### config.mk
export PLATFORM = sky130hd
export DESIGN_NAME = grl_remote_local
export DESIGN_NICKNAME = d
export VERILOG_FILES = /design/src/hdl/grl_pkg.sv /design/src/hdl/grl_decode_if.sv /design/src/hdl/grl_cmd_decode.sv /design/src/hdl/grl_remote_local.sv
export SDC_FILE = /design/constraint.sdc
export NUM_CORES = 1
export LEC_CHECK = 0
export BUFFER_PORTS_ARGS = -buffer_cell sky130_fd_sc_hd__clkbuf_2
export CAP_MARGIN = 10
export CORE_MARGIN = 2
export CORE_UTILIZATION = 30
export CTS_BUF_LIST = sky130_fd_sc_hd__clkbuf_4 sky130_fd_sc_hd__clkbuf_8 sky130_fd_sc_hd__clkbuf_16
export DETAILED_ROUTE_END_ITERATION = 6
export PLACE_DENSITY = 0.63
export SLEW_MARGIN = 5
export SYNTH_ARGS = -nofsm -noshare
export SYNTH_HDL_FRONTEND = slang
export SYNTH_SLANG_ARGS = --single-unit
### constraint.sdc
create_clock -name I_SYS_CLK -period 1.7 [get_ports I_SYS_CLK]
set_input_delay 0 -clock I_SYS_CLK [delete_from_list [all_inputs] [get_ports I_SYS_CLK]]
set_output_delay 0 -clock I_SYS_CLK [all_outputs]
set_load 0.02 [all_outputs]
### src/hdl/grl_pkg.sv
// Package: bus command codes, address defaults and timing constants
package grl_pkg;
  localparam logic [4:0] DEFAULT_ADDR = 5'h1B;
  localparam logic [2:0] TALK_GRP = 3'h2;
  localparam logic [2:0] LISTEN_GRP = 3'h1;
  localparam logic [2:0] UNIV_GRP = 3'h1;
  localparam logic [2:0] ADDR_GRP = 3'h0;
  localparam logic [4:0] UNADDR_CODE = 5'h1F;
  localparam logic [4:0] CMD_GTL = 5'h01;
  localparam logic [4:0] CMD_SDC = 5'h04;
  localparam logic [4:0] CMD_GET = 5'h08;
  localparam logic [4:0] CMD_LLO = 5'h11;
  localparam logic [4:0] CMD_DCL = 5'h14;
  localparam logic [4:0] CMD_SPE = 5'h18;
  localparam logic [4:0] CMD_SPD = 5'h19;
  localparam logic [7:0] EOS_CR = 8'h0D;
  localparam logic [7:0] EOS_LF = 8'h0A;
  localparam int CLK_HZ = 20000000;
  localparam int IFC_MIN_NS = 100000;
  localparam int IFC_CYCLES = (IFC_MIN_NS * (CLK_HZ / 1000000) + 999) / 1000;
  typedef enum logic [1:0] {
    RL_LOCAL = 2'b00,
    RL_REMOTE = 2'b01,
    RL_LOCAL_LOCKED = 2'b10,
    RL_REMOTE_LOCKED = 2'b11
  } grl_rl_state_t;
endpackage : grl_pkg

### src/hdl/grl_decode_if.sv
// Interface: decoded command strobes between decoder and core
`timescale 1ns/100ps
interface grl_decode_if;
  logic cmd_valid;
  logic my_listen;
  logic my_talk;
  logic unlisten;
  logic untalk;
  logic other_talk;
  logic gtl;
  logic sdc;
  logic get;
  logic llo;
  logic dcl;
  logic spe;
  logic spd;
  modport dec (output cmd_valid, my_listen, my_talk, unlisten, untalk, other_talk,
               gtl, sdc, get, llo, dcl, spe, spd);
  modport core (input cmd_valid, my_listen, my_talk, unlisten, untalk, other_talk,
                gtl, sdc, get, llo, dcl, spe, spd);
endinterface : grl_decode_if

### src/hdl/grl_cmd_decode.sv
// Command byte decoder for bytes taken while ATN is true
`timescale 1ns/100ps
module grl_cmd_decode (
  input wire logic i_clk, // System clock
  input wire logic i_rst, // Sync reset
  input wire logic i_take, // Command byte strobe
  input wire logic [7:0] i_byte, // Command byte
  input wire logic [4:0] i_addr, // Own primary address
  grl_decode_if.dec dec // Decoded strobes
);
  wire [2:0] grp = i_byte[7:5] & 3'h3;
  wire [4:0] code = i_byte[4:0];
  wire is_lag = i_take && (grp == grl_pkg::LISTEN_GRP);
  wire is_tag = i_take && (grp == grl_pkg::TALK_GRP);
  wire is_ucg = i_take && (i_byte[6:4] == grl_pkg::UNIV_GRP);
  wire is_acg = i_take && (i_byte[6:4] == grl_pkg::ADDR_GRP);
  wire [4:0] ucode = {1'b1, i_byte[3:0]};
  logic v_reg;
  logic [11:0] s_reg;
  logic [11:0] s_next;
  always_comb begin
    s_next = '0;
    s_next[0] = is_lag && (code == i_addr);
    s_next[1] = is_tag && (code == i_addr);
    s_next[2] = is_lag && (code == grl_pkg::UNADDR_CODE);
    s_next[3] = is_tag && (code == grl_pkg::UNADDR_CODE);
    s_next[4] = is_tag && (code != i_addr) && (code != grl_pkg::UNADDR_CODE);
    s_next[5] = is_acg && ({1'b0, i_byte[3:0]} == grl_pkg::CMD_GTL);
    s_next[6] = is_acg && ({1'b0, i_byte[3:0]} == grl_pkg::CMD_SDC);
    s_next[7] = is_acg && ({1'b0, i_byte[3:0]} == grl_pkg::CMD_GET);
    s_next[8] = is_ucg && (ucode == grl_pkg::CMD_LLO);
    s_next[9] = is_ucg && (ucode == grl_pkg::CMD_DCL);
    s_next[10] = is_ucg && (ucode == grl_pkg::CMD_SPE);
    s_next[11] = is_ucg && (ucode == grl_pkg::CMD_SPD);
  end
  always_ff @(posedge i_clk) begin
    if (i_rst) begin
      s_reg <= '0;
      v_reg <= 1'b0;
    end else begin
      s_reg <= s_next;
      v_reg <= i_take;
    end
  end
  assign dec.cmd_valid = v_reg;
  assign dec.my_listen = s_reg[0];
  assign dec.my_talk = s_reg[1];
  assign dec.unlisten = s_reg[2];
  assign dec.untalk = s_reg[3];
  assign dec.other_talk = s_reg[4];
  assign dec.gtl = s_reg[5];
  assign dec.sdc = s_reg[6];
  assign dec.get = s_reg[7];
  assign dec.llo = s_reg[8];
  assign dec.dcl = s_reg[9];
  assign dec.spe = s_reg[10];
  assign dec.spd = s_reg[11];
endmodule : grl_cmd_decode

### src/hdl/grl_remote_local.sv
// Remote/local control core for the instrument's parallel bus port
`timescale 1ns/100ps
module grl_remote_local (
  input wire logic I_SYS_CLK, // System clock, 20 MHz
  input wire logic I_RST, // Sync reset, active high
  input wire logic I_ATN, // Attention pin, true high
  input wire logic I_REN, // Remote enable pin, true high
  input wire logic I_IFC, // Interface clear pin, true high
  input wire logic I_CMD_TAKE, // Byte accepted by handshake, pulse
  input wire logic [7:0] I_DIO, // Byte from bus
  input wire logic I_ADDR_LOAD, // Load new address from menu, pulse
  input wire logic [4:0] I_ADDR_NEW, // New address value
  input wire logic [11:0] I_PANEL_KEYS, // Front-panel key pulses, bit 0 local
  input wire logic I_LANG_ENTER, // Language menu enter, pulse
  input wire logic I_LANG_PICK, // Picked language, 1 legacy set
  input wire logic I_TRIG_SRC_BUS, // Bus trigger is programmed source
  input wire logic [7:0] I_STATUS_BYTE, // Status byte from status logic
  input wire logic [7:0] I_RESP_DATA, // Response byte from formatter
  input wire logic I_RESP_VALID, // Response byte offered
  input wire logic I_TX_READY, // Bus handshake can send now
  output logic O_RESP_READY, // Response byte accepted
  output logic [7:0] O_TX_DATA, // Byte to drive on bus
  output logic O_TX_VALID, // Byte offered to bus handshake
  output logic [11:0] O_KEYS_EN, // Key pulses passed to panel logic
  output logic O_REMOTE_INDICATOR, // Remote annunciator
  output logic O_TALK_INDICATOR, // Talk annunciator
  output logic O_LISTEN_INDICATOR, // Listen annunciator
  output logic O_LOCKOUT, // Lockout in effect
  output logic O_SPOLL, // Serial poll mode
  output logic O_DEV_CLEAR, // Clear queues, deferred work pulse
  output logic O_TRIGGER, // Trigger event pulse
  output logic O_LEGACY_DEVICE_COMMAND_SET, // Language, 1 legacy set
  output logic O_POWERON_RESET, // Power-on default reset pulse
  output logic [4:0] O_ADDR // Current primary address
);
  logic atn_s1_reg, atn_reg, ren_s1_reg, ren_reg, ifc_s1_reg, ifc_reg;
  always_ff @(posedge I_SYS_CLK) begin
    if (I_RST) begin
      atn_s1_reg <= 1'b0;
      atn_reg <= 1'b0;
      ren_s1_reg <= 1'b0;
      ren_reg <= 1'b0;
      ifc_s1_reg <= 1'b0;
      ifc_reg <= 1'b0;
    end else begin
      atn_s1_reg <= I_ATN;
      atn_reg <= atn_s1_reg;
      ren_s1_reg <= I_REN;
      ren_reg <= ren_s1_reg;
      ifc_s1_reg <= I_IFC;
      ifc_reg <= ifc_s1_reg;
    end
  end

  // Address held across resets other than I_RST, like non-volatile store
  logic [4:0] addr_reg;
  always_ff @(posedge I_SYS_CLK) begin
    if (I_RST) addr_reg <= grl_pkg::DEFAULT_ADDR;
    else if (I_ADDR_LOAD) addr_reg <= I_ADDR_NEW;
  end
  assign O_ADDR = addr_reg;

  grl_decode_if dif ();
  wire take_cmd = I_CMD_TAKE && atn_reg;
  grl_cmd_decode u_dec (
    .i_clk(I_SYS_CLK),
    .i_rst(I_RST),
    .i_take(take_cmd),
    .i_byte(I_DIO),
    .i_addr(addr_reg),
    .dec(dif)
  );

  // Interface clear counted; bus too noisy to trust shorter pulses
  localparam int IFC_W = $clog2(grl_pkg::IFC_CYCLES + 1);
  localparam logic [IFC_W-1:0] IFC_LAST = IFC_W'(grl_pkg::IFC_CYCLES - 1);
  logic [IFC_W-1:0] ifc_cnt_reg;
  logic ifc_seen_reg;
  wire ifc_hit = ifc_reg && (ifc_cnt_reg == IFC_LAST) && !ifc_seen_reg;
  always_ff @(posedge I_SYS_CLK) begin
    if (I_RST || !ifc_reg) begin
      ifc_cnt_reg <= '0;
      ifc_seen_reg <= 1'b0;
    end else if (ifc_hit) begin
      ifc_seen_reg <= 1'b1;
    end else if (!ifc_seen_reg) begin
      ifc_cnt_reg <= ifc_cnt_reg + 1'b1;
    end
  end

  // Language change restarts the instrument; same pick is a no-op
  logic lang_reg, por_reg;
  wire lang_change = I_LANG_ENTER && (I_LANG_PICK != lang_reg);
  always_ff @(posedge I_SYS_CLK) begin
    if (I_RST) begin
      lang_reg <= 1'b0;
      por_reg <= 1'b0;
    end else begin
      if (lang_change) lang_reg <= I_LANG_PICK;
      por_reg <= lang_change;
    end
  end
  assign O_LEGACY_DEVICE_COMMAND_SET = lang_reg;
  assign O_POWERON_RESET = por_reg;
  wire soft_rst = I_RST || por_reg;

  // Listener and talker addressing
  logic lacs_reg, tacs_reg, spoll_reg;
  wire lacs_next = ifc_hit ? 1'b0 :
                   dif.my_listen ? 1'b1 :
                   (dif.unlisten || dif.my_talk) ? 1'b0 : lacs_reg;
  wire tacs_next = ifc_hit ? 1'b0 :
                   dif.my_talk ? 1'b1 :
                   (dif.untalk || dif.my_listen || dif.other_talk) ? 1'b0 : tacs_reg;
  wire spoll_next = ifc_hit ? 1'b0 : dif.spe ? 1'b1 : dif.spd ? 1'b0 : spoll_reg;

  // Remote/local state machine
  grl_pkg::grl_rl_state_t rl_reg, rl_next;
  wire local_key = I_PANEL_KEYS[0];
  wire to_remote = dif.my_listen && ren_reg;
  always_comb begin
    rl_next = rl_reg;
    case (rl_reg)
      grl_pkg::RL_LOCAL: begin
        if (dif.llo) rl_next = grl_pkg::RL_LOCAL_LOCKED;
        if (to_remote) rl_next = dif.llo ? grl_pkg::RL_REMOTE_LOCKED : grl_pkg::RL_REMOTE;
      end
      grl_pkg::RL_REMOTE: begin
        if (dif.llo) rl_next = grl_pkg::RL_REMOTE_LOCKED;
        else if (local_key || (dif.gtl && lacs_reg)) rl_next = grl_pkg::RL_LOCAL;
      end
      grl_pkg::RL_LOCAL_LOCKED: begin
        if (to_remote) rl_next = grl_pkg::RL_REMOTE_LOCKED;
        else if (dif.gtl && lacs_reg) rl_next = grl_pkg::RL_LOCAL;
      end
      grl_pkg::RL_REMOTE_LOCKED: begin
        if (dif.gtl && lacs_reg) rl_next = grl_pkg::RL_LOCAL;
      end
      default: rl_next = grl_pkg::RL_LOCAL;
    endcase
    if (ifc_hit) begin
      rl_next = (rl_next == grl_pkg::RL_REMOTE_LOCKED) ? grl_pkg::RL_LOCAL_LOCKED
                : (rl_next == grl_pkg::RL_REMOTE) ? grl_pkg::RL_LOCAL : rl_next;
    end
    if (!ren_reg) rl_next = grl_pkg::RL_LOCAL;
  end

  // Clear and trigger pulses; interface clear touches no instrument state
  logic dclr_reg, trig_reg;
  wire dclr_next = dif.dcl || (dif.sdc && lacs_reg);
  wire trig_next = dif.get && lacs_reg && I_TRIG_SRC_BUS;
  always_ff @(posedge I_SYS_CLK) begin
    if (soft_rst) begin
      rl_reg <= grl_pkg::RL_LOCAL;
      lacs_reg <= 1'b0;
      tacs_reg <= 1'b0;
      spoll_reg <= 1'b0;
      dclr_reg <= 1'b0;
      trig_reg <= 1'b0;
    end else begin
      rl_reg <= rl_next;
      lacs_reg <= lacs_next;
      tacs_reg <= tacs_next;
      spoll_reg <= spoll_next;
      dclr_reg <= dclr_next;
      trig_reg <= trig_next;
    end
  end

  wire in_remote = rl_reg[0];
  wire locked = rl_reg[1];
  assign O_REMOTE_INDICATOR = in_remote;
  assign O_TALK_INDICATOR = tacs_reg;
  assign O_LISTEN_INDICATOR = lacs_reg;
  assign O_LOCKOUT = locked;
  assign O_SPOLL = spoll_reg;
  assign O_DEV_CLEAR = dclr_reg;
  assign O_TRIGGER = trig_reg;

  // Key gating; local key dies under lockout even from local state
  logic [11:0] keys_reg;
  wire [11:0] key_ok;
  genvar k;
  generate
    for (k = 0; k < 12; k++) begin : g_key
      if (k == 0) begin : g_local
        assign key_ok[k] = !locked;
      end else begin : g_other
        assign key_ok[k] = !in_remote && !locked;
      end
    end
  endgenerate
  always_ff @(posedge I_SYS_CLK) begin
    if (soft_rst) keys_reg <= '0;
    else keys_reg <= I_PANEL_KEYS & key_ok;
  end
  assign O_KEYS_EN = keys_reg;

  // Talker path: status byte in poll mode, else response stream
  logic [7:0] tx_reg;
  logic tx_v_reg;
  wire talk_now = tacs_reg && !atn_reg;
  wire tx_take = tx_v_reg && I_TX_READY;
  wire load_resp = talk_now && !spoll_reg && I_RESP_VALID && (!tx_v_reg || tx_take);
  wire load_stb = talk_now && spoll_reg && !tx_v_reg;
  always_ff @(posedge I_SYS_CLK) begin
    if (soft_rst || dclr_reg || !talk_now) begin
      tx_v_reg <= 1'b0;
      tx_reg <= '0;
    end else if (load_stb) begin
      tx_v_reg <= 1'b1;
      tx_reg <= I_STATUS_BYTE;
    end else if (load_resp) begin
      tx_v_reg <= 1'b1;
      tx_reg <= I_RESP_DATA;
    end else if (tx_take) begin
      tx_v_reg <= 1'b0;
    end
  end
  assign O_RESP_READY = load_resp;
  assign O_TX_DATA = tx_reg;
  assign O_TX_VALID = tx_v_reg;
endmodule : grl_remote_local

Word level (Yosys, flattened, before mapping). Index checks and enable logic that the tools add are counted.

Bits in registers: 65. Input port bits: 53. Word-level logic and storage cells: 128. Output and inout bits: 36.

Reduce and logical (&&, ||, !) cells: 62. Mux-type cells: 22. Bitwise operators: 4. Equal/unequal tests: 18. $add $sub $neg: 1.

Operators by type and width (count): 1-bit logical AND (34); 2-bit 2-to-1 mux (10); 8-bit 2-to-1 mux (2); 12-bit AND (1); 11-bit by 1-bit adder with 11-bit output (second input constant) (1); 11-bit equality test (second input constant) (1); 1-bit logical OR (10); 1-bit 2-to-1 mux (9); 2-bit equality test (second input constant) (4); 4-bit equality test (second input constant) (2); 1-bit zero test (8); 2-bit one-hot mux with 4 select lines (1); 2-bit nonzero test (4); 2-bit by 1-bit equality test with 1-bit output (second input constant) (3); 5-bit equality test (1); 5-bit equality test (second input constant) (1); 5-bit inequality test (1); 5-bit inequality test (second input constant) (1); 4-bit by 1-bit equality test with 1-bit output (second input constant) (1); 4-bit by 3-bit equality test with 1-bit output (second input constant) (1); 2-bit OR reduction (2); 3-bit by 1-bit equality test with 1-bit output (second input constant) (1); 3-bit zero test (1); 1-bit NOT (3); 4 further kinds (4).

Depth between registers and ports, before layout. Gate-level depths: netlist of run 1.

Word-level depth: 9. Gate-level depth with buffers: 5.

By module. A second synthesis of run 1 with hierarchy kept.

Cell total of the unflattened synthesis: 252. Area, all modules: 2517.4 um^2.

Modules (own cells, without submodules): grl_remote_local (cells an instance 205, area each 2040.7 um^2, sequential area each 1061.0 um^2, times used 1); grl_cmd_decode (cells an instance 47, area each 476.7 um^2, sequential area each 260.2 um^2, times used 1).

Worst setup path before layout of run 1. No wires, ideal clock.

Path kind: reg-to-reg. Start point: register ifc_cnt_reg[0]. End point: register ifc_cnt_reg[1]. Clock period less this slack: 1.341 ns. Library setup time: 0.114 ns. Arrival: 1.227 ns. Stages on the path, launching flop included: 6. Buffers on the path: 0. Path slack: 0.359 ns. Cell sequence: dfxtp_1 > ha_1 > and3_2 > a31oi_4 > mux2i_1 > nor2_1.

Longest elaborated chain between the ends: 5. Elaborated cells between the ends (all ways): 6. Classes of those cells: add/sub (1); eq/ne (1); bitwise (1); reduce/logical (3).

Ends and longest elaborated chain: start: declaration (line grl_remote_local.sv:77) `logic [IFC_W-1:0] ifc_cnt_reg;`; start signal: assignment (line grl_remote_local.sv:87) `ifc_cnt_reg <= ifc_cnt_reg + 1'b1;`; branches (longest 5 deep; another with 11-bit by 1-bit adder with 11-bit output).

Parallel ways; which one is timed is not known. A chain may end at the register's enable or synchronous reset.

Final worst setup path of run 1.
Start point: register atn_reg. End point: register u_dec.s_reg[2].

Longest elaborated chain between the ends: 3.

Ends and longest elaborated chain: start: declaration (line grl_remote_local.sv:36) `logic atn_s1_reg, atn_reg, ren_s1_reg, ren_reg, ifc_s1_reg, ifc_reg;`; start signal: assignment (line grl_remote_local.sv:47) `atn_reg <= atn_s1_reg;`; 1-bit logical AND (line grl_remote_local.sv:64) `wire take_cmd = I_CMD_TAKE && atn_reg;`; 1-bit logical AND (line grl_cmd_decode.sv:13) `wire is_lag = i_take && (grp == grl_pkg::LISTEN_GRP);`; 1-bit logical AND (line grl_cmd_decode.sv:25) `s_next[2] = is_lag && (code == grl_pkg::UNADDR_CODE);`; end signal: assignment (line grl_cmd_decode.sv:41) `s_reg <= s_next;`; end: declaration (line grl_cmd_decode.sv:19) `logic [11:0] s_reg;`.

Every way passes these cells.

==> results of run 1 <==
-- worst reg2reg max path, cell delays in order, from the launching register on --
cell and delay (ns):
sky130_fd_sc_hd__dfxtp_2 0.33, sky130_fd_sc_hd__nand2_1 0.09, sky130_fd_sc_hd__or4b_4 0.54, sky130_fd_sc_hd__nor2_2 0.12
sky130_fd_sc_hd__dlygate4sd3_1 0.54
-- final cells by class --
class	count	area (µm²)	share of cell area, %
clock buffers	9	124	3.32
well taps	102	128	3.42
repair buffers	147	1020	27.3
flip-flops and latches	65	1300	34.9
inverters	2	7.51	0.201
clock inverters	7	47.5	1.27
multi-input cells	167	1100	29.6
-- path summary, 6_finish.rpt --
| kind | depth (start not counted) | from | endpoint |
|---|---|---|---|
| worst max-delay path | 4 | atn_reg | u_dec.s_reg[2] |
| worst min-delay path | 2 | I_RST | atn_reg |
| worst max register to register | 4 | atn_reg | u_dec.s_reg[2] |
| worst min register to register | 1 | ren_s1_reg | ren_reg |
-- cell families after synthesis --
group,synth area share [%]
adders and majority gates,0.511
buffers and inverters,2.20
and+or+nand+nor,26.4
muxes,4.50
DFF,53.2
AOI/OAI and AO/OA,8.90
xor gates and xnor gates,4.29
-- synth_stat cells, types with 2 or more instances --
library cell	instances
sky130_fd_sc_hd__buf_4	2
sky130_fd_sc_hd__or4b_1	2
sky130_fd_sc_hd__nor3_1	8
sky130_fd_sc_hd__a31oi_1	3
sky130_fd_sc_hd__clkbuf_1	3
sky130_fd_sc_hd__inv_1	2
sky130_fd_sc_hd__nor2b_1	13
sky130_fd_sc_hd__nand2_1	10
sky130_fd_sc_hd__and3_1	2
sky130_fd_sc_hd__nand2b_1	4
sky130_fd_sc_hd__o21ai_0	4
sky130_fd_sc_hd__a211oi_1	8
sky130_fd_sc_hd__and4_1	2
sky130_fd_sc_hd__dfxtp_1	65
sky130_fd_sc_hd__mux2i_1	11
sky130_fd_sc_hd__xor2_1	6
sky130_fd_sc_hd__a21oi_1	6
sky130_fd_sc_hd__and2_1	11
sky130_fd_sc_hd__nand3_1	8
sky130_fd_sc_hd__and3_2	2
sky130_fd_sc_hd__xnor2_1	6
sky130_fd_sc_hd__nand3b_1	3
sky130_fd_sc_hd__a211o_1	4
sky130_fd_sc_hd__o21bai_1	2
sky130_fd_sc_hd__a311oi_1	2
sky130_fd_sc_hd__nor2_1	36
-- timing repair --
item | 4_1_cts | 5_1_grt
resized for setup | 0 | 4
endpoints found under the setup margin | 0 | 3
hold buffers | 54 | 0
buffers inserted | 0 | 1
hold endpoints to repair | 42 | 0
-- cell usage in the layout, fill, tap and decap left out, types with 4 or more instances in the layout --
| cell type | n |
|---|---|
| sky130_fd_sc_hd__a211o_1 | 4 |
| sky130_fd_sc_hd__a211oi_1 | 8 |
| sky130_fd_sc_hd__a21oi_1 | 6 |
| sky130_fd_sc_hd__and2_1 | 11 |
| sky130_fd_sc_hd__buf_4 | 6 |
| sky130_fd_sc_hd__clkbuf_2 | 87 |
| sky130_fd_sc_hd__clkbuf_8 | 9 |
| sky130_fd_sc_hd__dfxtp_1 | 64 |
| sky130_fd_sc_hd__dlygate4sd3_1 | 54 |
| sky130_fd_sc_hd__mux2i_1 | 11 |
| sky130_fd_sc_hd__nand2_1 | 10 |
| sky130_fd_sc_hd__nand2b_1 | 4 |
| sky130_fd_sc_hd__nand3_1 | 8 |
| sky130_fd_sc_hd__nor2_1 | 35 |
| sky130_fd_sc_hd__nor2b_1 | 13 |
| sky130_fd_sc_hd__nor3_1 | 7 |
| sky130_fd_sc_hd__o21ai_0 | 4 |
| sky130_fd_sc_hd__xnor2_1 | 6 |
| sky130_fd_sc_hd__xor2_1 | 6 |
-- per-stage QoR --
| stage | total power [mW] | cell area [µm²] | setup slack (ns) | hold slack (ns) |
|---|---|---|---|---|
| floorplan | 1.72 | 2450 | 0.359 | 0.118 |
| global placement | 1.82 | 3000 | 0.290 | 0.201 |
| detailed placement | 1.83 | 3000 | 0.277 | 0.201 |
| CTS | 3.04 | 3710 | 0.0348 | 0.00111 |
| global route | 3.15 | 3730 | -0.0304 | 0.0207 |
| finish | 3.00 | 3730 | 0.0382 | 0.0299 |
-- power breakdown --
| part | total, mW | switching, mW | internal, mW |
|---|---|---|---|
| sequential | 1.58 | 0.0177 | 1.56 |
| clock | 1.10 | 0.580 | 0.524 |
| combinational | 0.315 | 0.133 | 0.182 |
-- per-layer routing --
layer	vias up	global-route usage (%)	wire length [µm]
li1	1137	-	-
met1	1019	14.1	2410
met2	53	26.3	3220
met3	2	5.70	281
met4	0	3.99	29
met5	-	0	0
==> run summary, run 1 <==
From bottom edge to top edge, the die measures 94.3 µm. The tools report the max-capacitance violation count as 0. TritonCTS built the clock tree. The power density over the cells was 802 nW/µm²; the fraction of final layout cells with drive strength greater than 1 was 30.5%. The synthesis-to-finish area growth is 52.6%, and the post-route clock period utilization is 97.8%. The kind of cell with the highest combined delay along the critical path is simple AND/OR/NAND/NOR gates. After floorplanning, the core was sized to cover 7810 µm².

The count of routing violations after the opening detailed-route iteration is 28. The logs give 1.94 ns for the arrival time reported for the critical path endpoint and 0.602 GHz for the highest achievable clock rate. The repair_antennas step left the layout with diodes totalling 0. The mapped cell area came out at 2450 µm². The run gives 499 as the post-layout instance count excluding filler cells.

In this run the worst hold path is classified as input pin to register. The run gives 5940 µm as the total length of routed wires. After clock tree synthesis, the clock-pin slew on the worst setup and hold paths is 0.07 ns. In this run the horizontal extent of the chip is 94.3 µm. The delay of the slowest critical-path stage came out at 0.54 ns. The filler cells instantiated in the layout total 741. For the total grt overflow, the log shows 0.

Cells fill 47.8% of the core in the end. Number of global-route vias before repair: 2,121. By area the synthesized netlist is led by sky130_fd_sc_hd__dfxtp_1 53%, sky130_fd_sc_hd__nor2_1 5.5%, sky130_fd_sc_hd__mux2i_1 4.5%, sky130_fd_sc_hd__nor2b_1 3.3%, sky130_fd_sc_hd__and2_1 2.8%.

The async set or reset register ratio after synthesis was 0%. The synthesized netlist net count came out at 296. Across every metal layer, demand over resource in global routing totals 14.0%.

STA classifies the critical path startpoint as a register. Measured against its own limit, the worst slew margin works out to 72.7%. For the cell row count, the log shows 32. Path type of the worst setup path: register to register.

IR analysis of the VDD net gives a maximum drop of 0.524 mV. STA puts the critical path data required time at 1.98 ns. Maximum net fanout on the critical path: 3. Routability-driven placement finished with a final weighted congestion of 0.716.

Each instance of the synthesized netlist takes up on average 10.1 µm². The number of register bits inferred by synthesis works out to 65. The run gives 3940 µm as the placed wire-length estimate. The routed layout has 2,211 vias. For the post-synthesis cell type count, the log shows 43. For this design the static power due to leakage is 1.69 nW. For the pin with the worst max-slew slack, the measured transition is 0.408 ns.

The number of buffers and inverters on the critical path came out at 1. The run gives 0 as the final max-slew violation count. The run gives 0 as the initial antenna violation count. In the final routed layout, each cell accounts on average for 11.9 µm. The number of buffers inserted by port buffering was 87; the first-pass GRT wire length was 9530 µm. The number of synthesis warnings is 0, and the total negative setup slack is 0 ns. For the total CTS buffers, the log shows 9. Of all cell types, the one taking the most synthesized area is sky130_fd_sc_hd__dfxtp_1.

The flow ran to the end, and the final reports show no timing, DRC or antenna violations. The smallest clock period supported by the final layout is computed as 1.66 ns. The final hold violation count came out at 0.

The most used flip-flop cell after synthesis is sky130_fd_sc_hd__dfxtp_1. The H-tree generated during clock tree synthesis spans 3 levels. Synthesis produced a netlist whose cell count is 242. STA classifies the critical path endpoint as a register. Clock tree synthesis found a total of 65 sinks.

The clock root buffer was sky130_fd_sc_hd__clkbuf_8. After detailed routing, the number of remaining DRC violations is 0. 89 I/O pins were placed.

In this run the remaining antenna-violating nets after routing total 0. The top cell type by area accounts for 53.2% of the synthesized area. Number of buffers on the longest clock path: 2.

Among all stages on the critical path, the largest delay is contributed by sky130_fd_sc_hd__or4b_4. The via-per-instance ratio was 4.43. Walking the worst path, the cells encountered are nand2_1 > or4b_4 > nor2_2 > dlygate4sd3_1. The tools report the net count reported at finish as 446. Clock latency on the worst-skew pair, taken at its later pin, is 0.33 ns.

The portion of the post-synthesis area used by sequential elements came out at 53.2%. The pin count of the biggest net entering global routing is 18. The tools report the number of iterations in the first detailed-routing pass as 4. Setup violations remaining at the end of the flow were counted as 0.

The initial utilization of the core area, before any placement, comes to 31.3%. The total die area was 8900 µm². The clock skew was 0.00605 ns; the internal reg-to-reg setup slack was 0.04 ns.

Count of placed standard cells including taps: 428. The number of synthesized flops with an enable pin is 0.
No activity file was read; power rests on OpenSTA's default activity.
==> inputs of run 2 (changes only) <==
CORE_ASPECT_RATIO = 1.1   (was unset)
==> run 2 against run 1 <==
Global-route usage rose by 0.86 points. Power rose by 13%. Count of clock-buffer cells in the layout rose by 3. Clock power rose by 35%. Non-clock buffer count rose by 2. Combinational power barely moved. Clock skew rose by 0.0043 ns. Critical path type is now input pin to register. Largest cell class unchanged.
==> run summary, run 2 (synthesized netlist as in run 1, its figures left out) <==
The net count reported at finish came out at 448 (was 446). The worst min-delay path class was input pin to register (unchanged). The tools report the total die area as 8900 µm² (about the same).

Commonest non-fill, non-tap cells in the layout: 87 x sky130_fd_sc_hd__clkbuf_2, 65 x sky130_fd_sc_hd__dfxtp_1, 55 x sky130_fd_sc_hd__dlygate4sd3_1 (was 87 x sky130_fd_sc_hd__clkbuf_2, 64 x sky130_fd_sc_hd__dfxtp_1, 54 x sky130_fd_sc_hd__dlygate4sd3_1). The number of buffers inserted by port buffering works out to 87 (unchanged). The tools report the share of total power in the clock network as 44.0% (was 36.9%). The tools report the arrival time reported for the critical path endpoint as 1.80 ns (was 1.94 ns). The tools report the share of total power in combinational logic as 9.4% (was 10.5%). The final hold violation count is 0 (unchanged). The DRC violation count after routing came out at 0 (unchanged). The maximum net fanout on the critical path works out to 4 (was 3).

Number of buffers on the longest clock path: 2 (unchanged). The clock-pin slew reported for the worst setup and hold paths after clock tree synthesis was 0.07 ns (about the same); the area taken by multi-input logic gates was 1100 µm² (about the same). The max-capacitance violation count is 0 (unchanged), and the highest achievable clock rate is 0.659 GHz (was 0.602 GHz). The tools report the pin count of the biggest net entering global routing as 13 (was 18). Post-route clock period utilization: 89.2% (was 97.8%). The proportion of total power due to net switching is 21.9% (was 24.4%). The via-per-instance ratio was 4.44 (was 4.43); the initial antenna violation count was 0 (unchanged).

For the final estimated routing congestion in global placement, the log shows 0.748 (was 0.716). The family of cells with the greatest summed delay on the critical path is buffers and inverters (was simple AND/OR/NAND/NOR gates). The cell row count was 34 (was 32).

Setup repair after global routing left no endpoint under its margin. The switching power total was 0.739 mW (was 0.731 mW). The run gives 65 (unchanged) as the sink count of the clock tree. The run gives 0 (unchanged) as the post-route antenna net violation count. Highest-delay cell along the critical path: sky130_fd_sc_hd__dlygate4sd3_1 (was sky130_fd_sc_hd__or4b_4).

The power share of the sequential group is 46.6% (was 52.6%). Critical path cell sequence: dlygate4sd3_1 > clkbuf_2 > nor3_1 > nand2_1 > nor3_1 > dlygate4sd3_1 (was nand2_1 > or4b_4 > nor2_2 > dlygate4sd3_1). The time the final worst path needs with I/O delays and setup came out at 1.52 ns (was 1.66 ns). The number of iterations in the first detailed-routing pass came out at 6 (was 4). Count of routing violations after the opening detailed-route iteration: 74 (was 28).

For the max-slew headroom at the worst pin, the log shows 72.4% (was 72.7%). Placed wire-length estimate: 4070 µm (was 3940 µm). Total negative setup slack: 0 ns (unchanged).

The average routed wire per standard cell works out to 12.3 µm (was 11.9 µm). The number of buffers and inverters on the critical path is 3 (was 1), and the antenna diode instance count is 0 (unchanged). The run gives 3 (unchanged) as the H-tree level count. The fraction of final layout cells with drive strength greater than 1 came out at 29.8% (was 30.5%).

The total CTS buffers came out at 9 (unchanged). The logs give 7910 µm² (was 7810 µm²) for the total core area and 30.9% (was 31.3%) for the initial cell density of the core. The clock skew is 0.0104 ns (was 0.00605 ns), and the power density over the cells is 888 nW/µm² (was 802 nW/µm²). The width of the die came out at 90.1 µm (was 94.3 µm). The standby leakage power is 1.73 nW (was 1.69 nW). The run finished with clean final reports.

The most common cell after layout, fill and taps aside is sky130_fd_sc_hd__clkbuf_2 (unchanged). The run gives 0 (unchanged) as the number of post-CTS setup repair buffers. The tools report the overall routing resource usage as 14.9% (was 14.0%). The kind of launch point of the worst setup path was an input pin (was a register). Worst vdd rail ir drop: 0.611 mV (was 0.524 mV).

The total internal power was 2.64 mW (was 2.26 mW); the total grt overflow was 0 (unchanged). The source-to-sink clock delay at the later pin of the worst-skew pair is 0.33 ns (about the same). The final total power came out at 3.38 mW (was 3.00 mW). The overall via count from detail_route is 2,249 (was 2,211). The run gives 1.98 ns (about the same) as the critical path required time. The total length of routed wires was 6220 µm (was 5940 µm).

The number of global-route vias before repair was 2,337 (was 2,121). TritonCTS built the clock tree. For the setup violation total in the final timing report, the log shows 0 (unchanged). The final max-slew violation count is 0 (unchanged). The first-pass GRT wire length came out at 10,600 µm (was 9530 µm). The logs give 790 (was 741) for the total of fill cells in the finished design and 48.1% (was 47.8%) for the core occupancy in the finished layout. The path type of the worst setup path was input pin to register (was register to register). The synthesis-to-finish area growth was 55.6% (was 52.6%). The register area came out at 1300 µm² (about the same).

The endpoint class of the critical path was a register (unchanged). The die extent in y is 98.7 µm (was 94.3 µm), and the transition time at the pin with the least slew margin is 0.413 ns (was 0.408 ns). The delay of the slowest critical-path stage is 0.56 ns (was 0.54 ns). The I/O pin count is 89 (unchanged). The clock root buffer was sky130_fd_sc_hd__clkbuf_8 (unchanged).
-- run 2: cell types whose count changed in the layout (fill, tap and decap cells not counted), sizes merged --
cell	previous run	this run
buf	6	7
clkinvlp	2	1
dlygate4sd3	54	55
bufinv	0	2
clkbuf	96	99
clkinv	5	1
-- run 2: worst reg2reg max path, delay by kind of cell, from the launching register on --
kind                   cells  cell delay [ns]
DFF                        1             0.36
and+or+nand+nor            4             0.52
buffers and inverters      1             0.56
-- run 2: cell type report --
class	instances	area share, %
Sequential cell	65	34.2
Clock inverter	4	2.00
Timing Repair Buffer	149	27.3
Multi-Input combinational cell	167	28.8
Inverter	2	0.197
Tap cell	108	3.55
Clock buffer	12	4.01
-- run 2: timing repair --
action,in CTS,in global routing
gates resized for setup,0,1
hold endpoints to repair,46,0
setup endpoints to repair,0,1
hold buffers,55,0
-- run 2: worst paths after layout --
| kind | cells past startpoint | slack [ns] | end | startpoint |
|---|---|---|---|---|
| worst max-delay path | 6 | 0.18 | u_dec.s_reg[7] | I_DIO[1] |
| worst min-delay path | 2 | 0.03 | O_ADDR[1] | I_ADDR_LOAD |
| worst max register to register | 5 | 0.20 | u_dec.s_reg[7] | atn_reg |
| worst min register to register | 2 | 0.44 | rl_reg[1] | ren_reg |
-- run 2: power by group through the flow --
stage | registers, mW | clock network, mW | logic (mW)
6_report | 1.58 | 1.49 | 0.317
5_1_grt | 1.58 | 1.60 | 0.347
4_1_cts | 1.58 | 1.52 | 0.314
3_5_place_dp | 1.61 | 0 | 0.217
3_3_place_gp | 1.61 | 0 | 0.214
2_1_floorplan | 1.64 | 0 | 0.0744
-- run 2: routing by layer --
| metal | global-route usage, % | vias up | routed length (µm) |
|---|---|---|---|
| li1 | - | 1144 | - |
| met1 | 16.8 | 1012 | 2650 |
| met2 | 26.3 | 80 | 3100 |
| met3 | 3.98 | 13 | 382 |
| met4 | 6.75 | 0 | 92 |
| met5 | 0 | - | 0 |
-- run 2: stage by stage --
step | hold slack (ns) | instances | setup WS (ns) | instance area (µm²)
CTS | 0.00736 | 507 | 0.131 | 3800
global placement | 0.199 | 436 | 0.302 | 3020
floorplan | 0.118 | 242 | 0.359 | 2450
detailed placement | 0.201 | 436 | 0.271 | 3020
global route | 0.0405 | 507 | 0.00874 | 3810
finish | 0.0322 | 507 | 0.183 | 3810
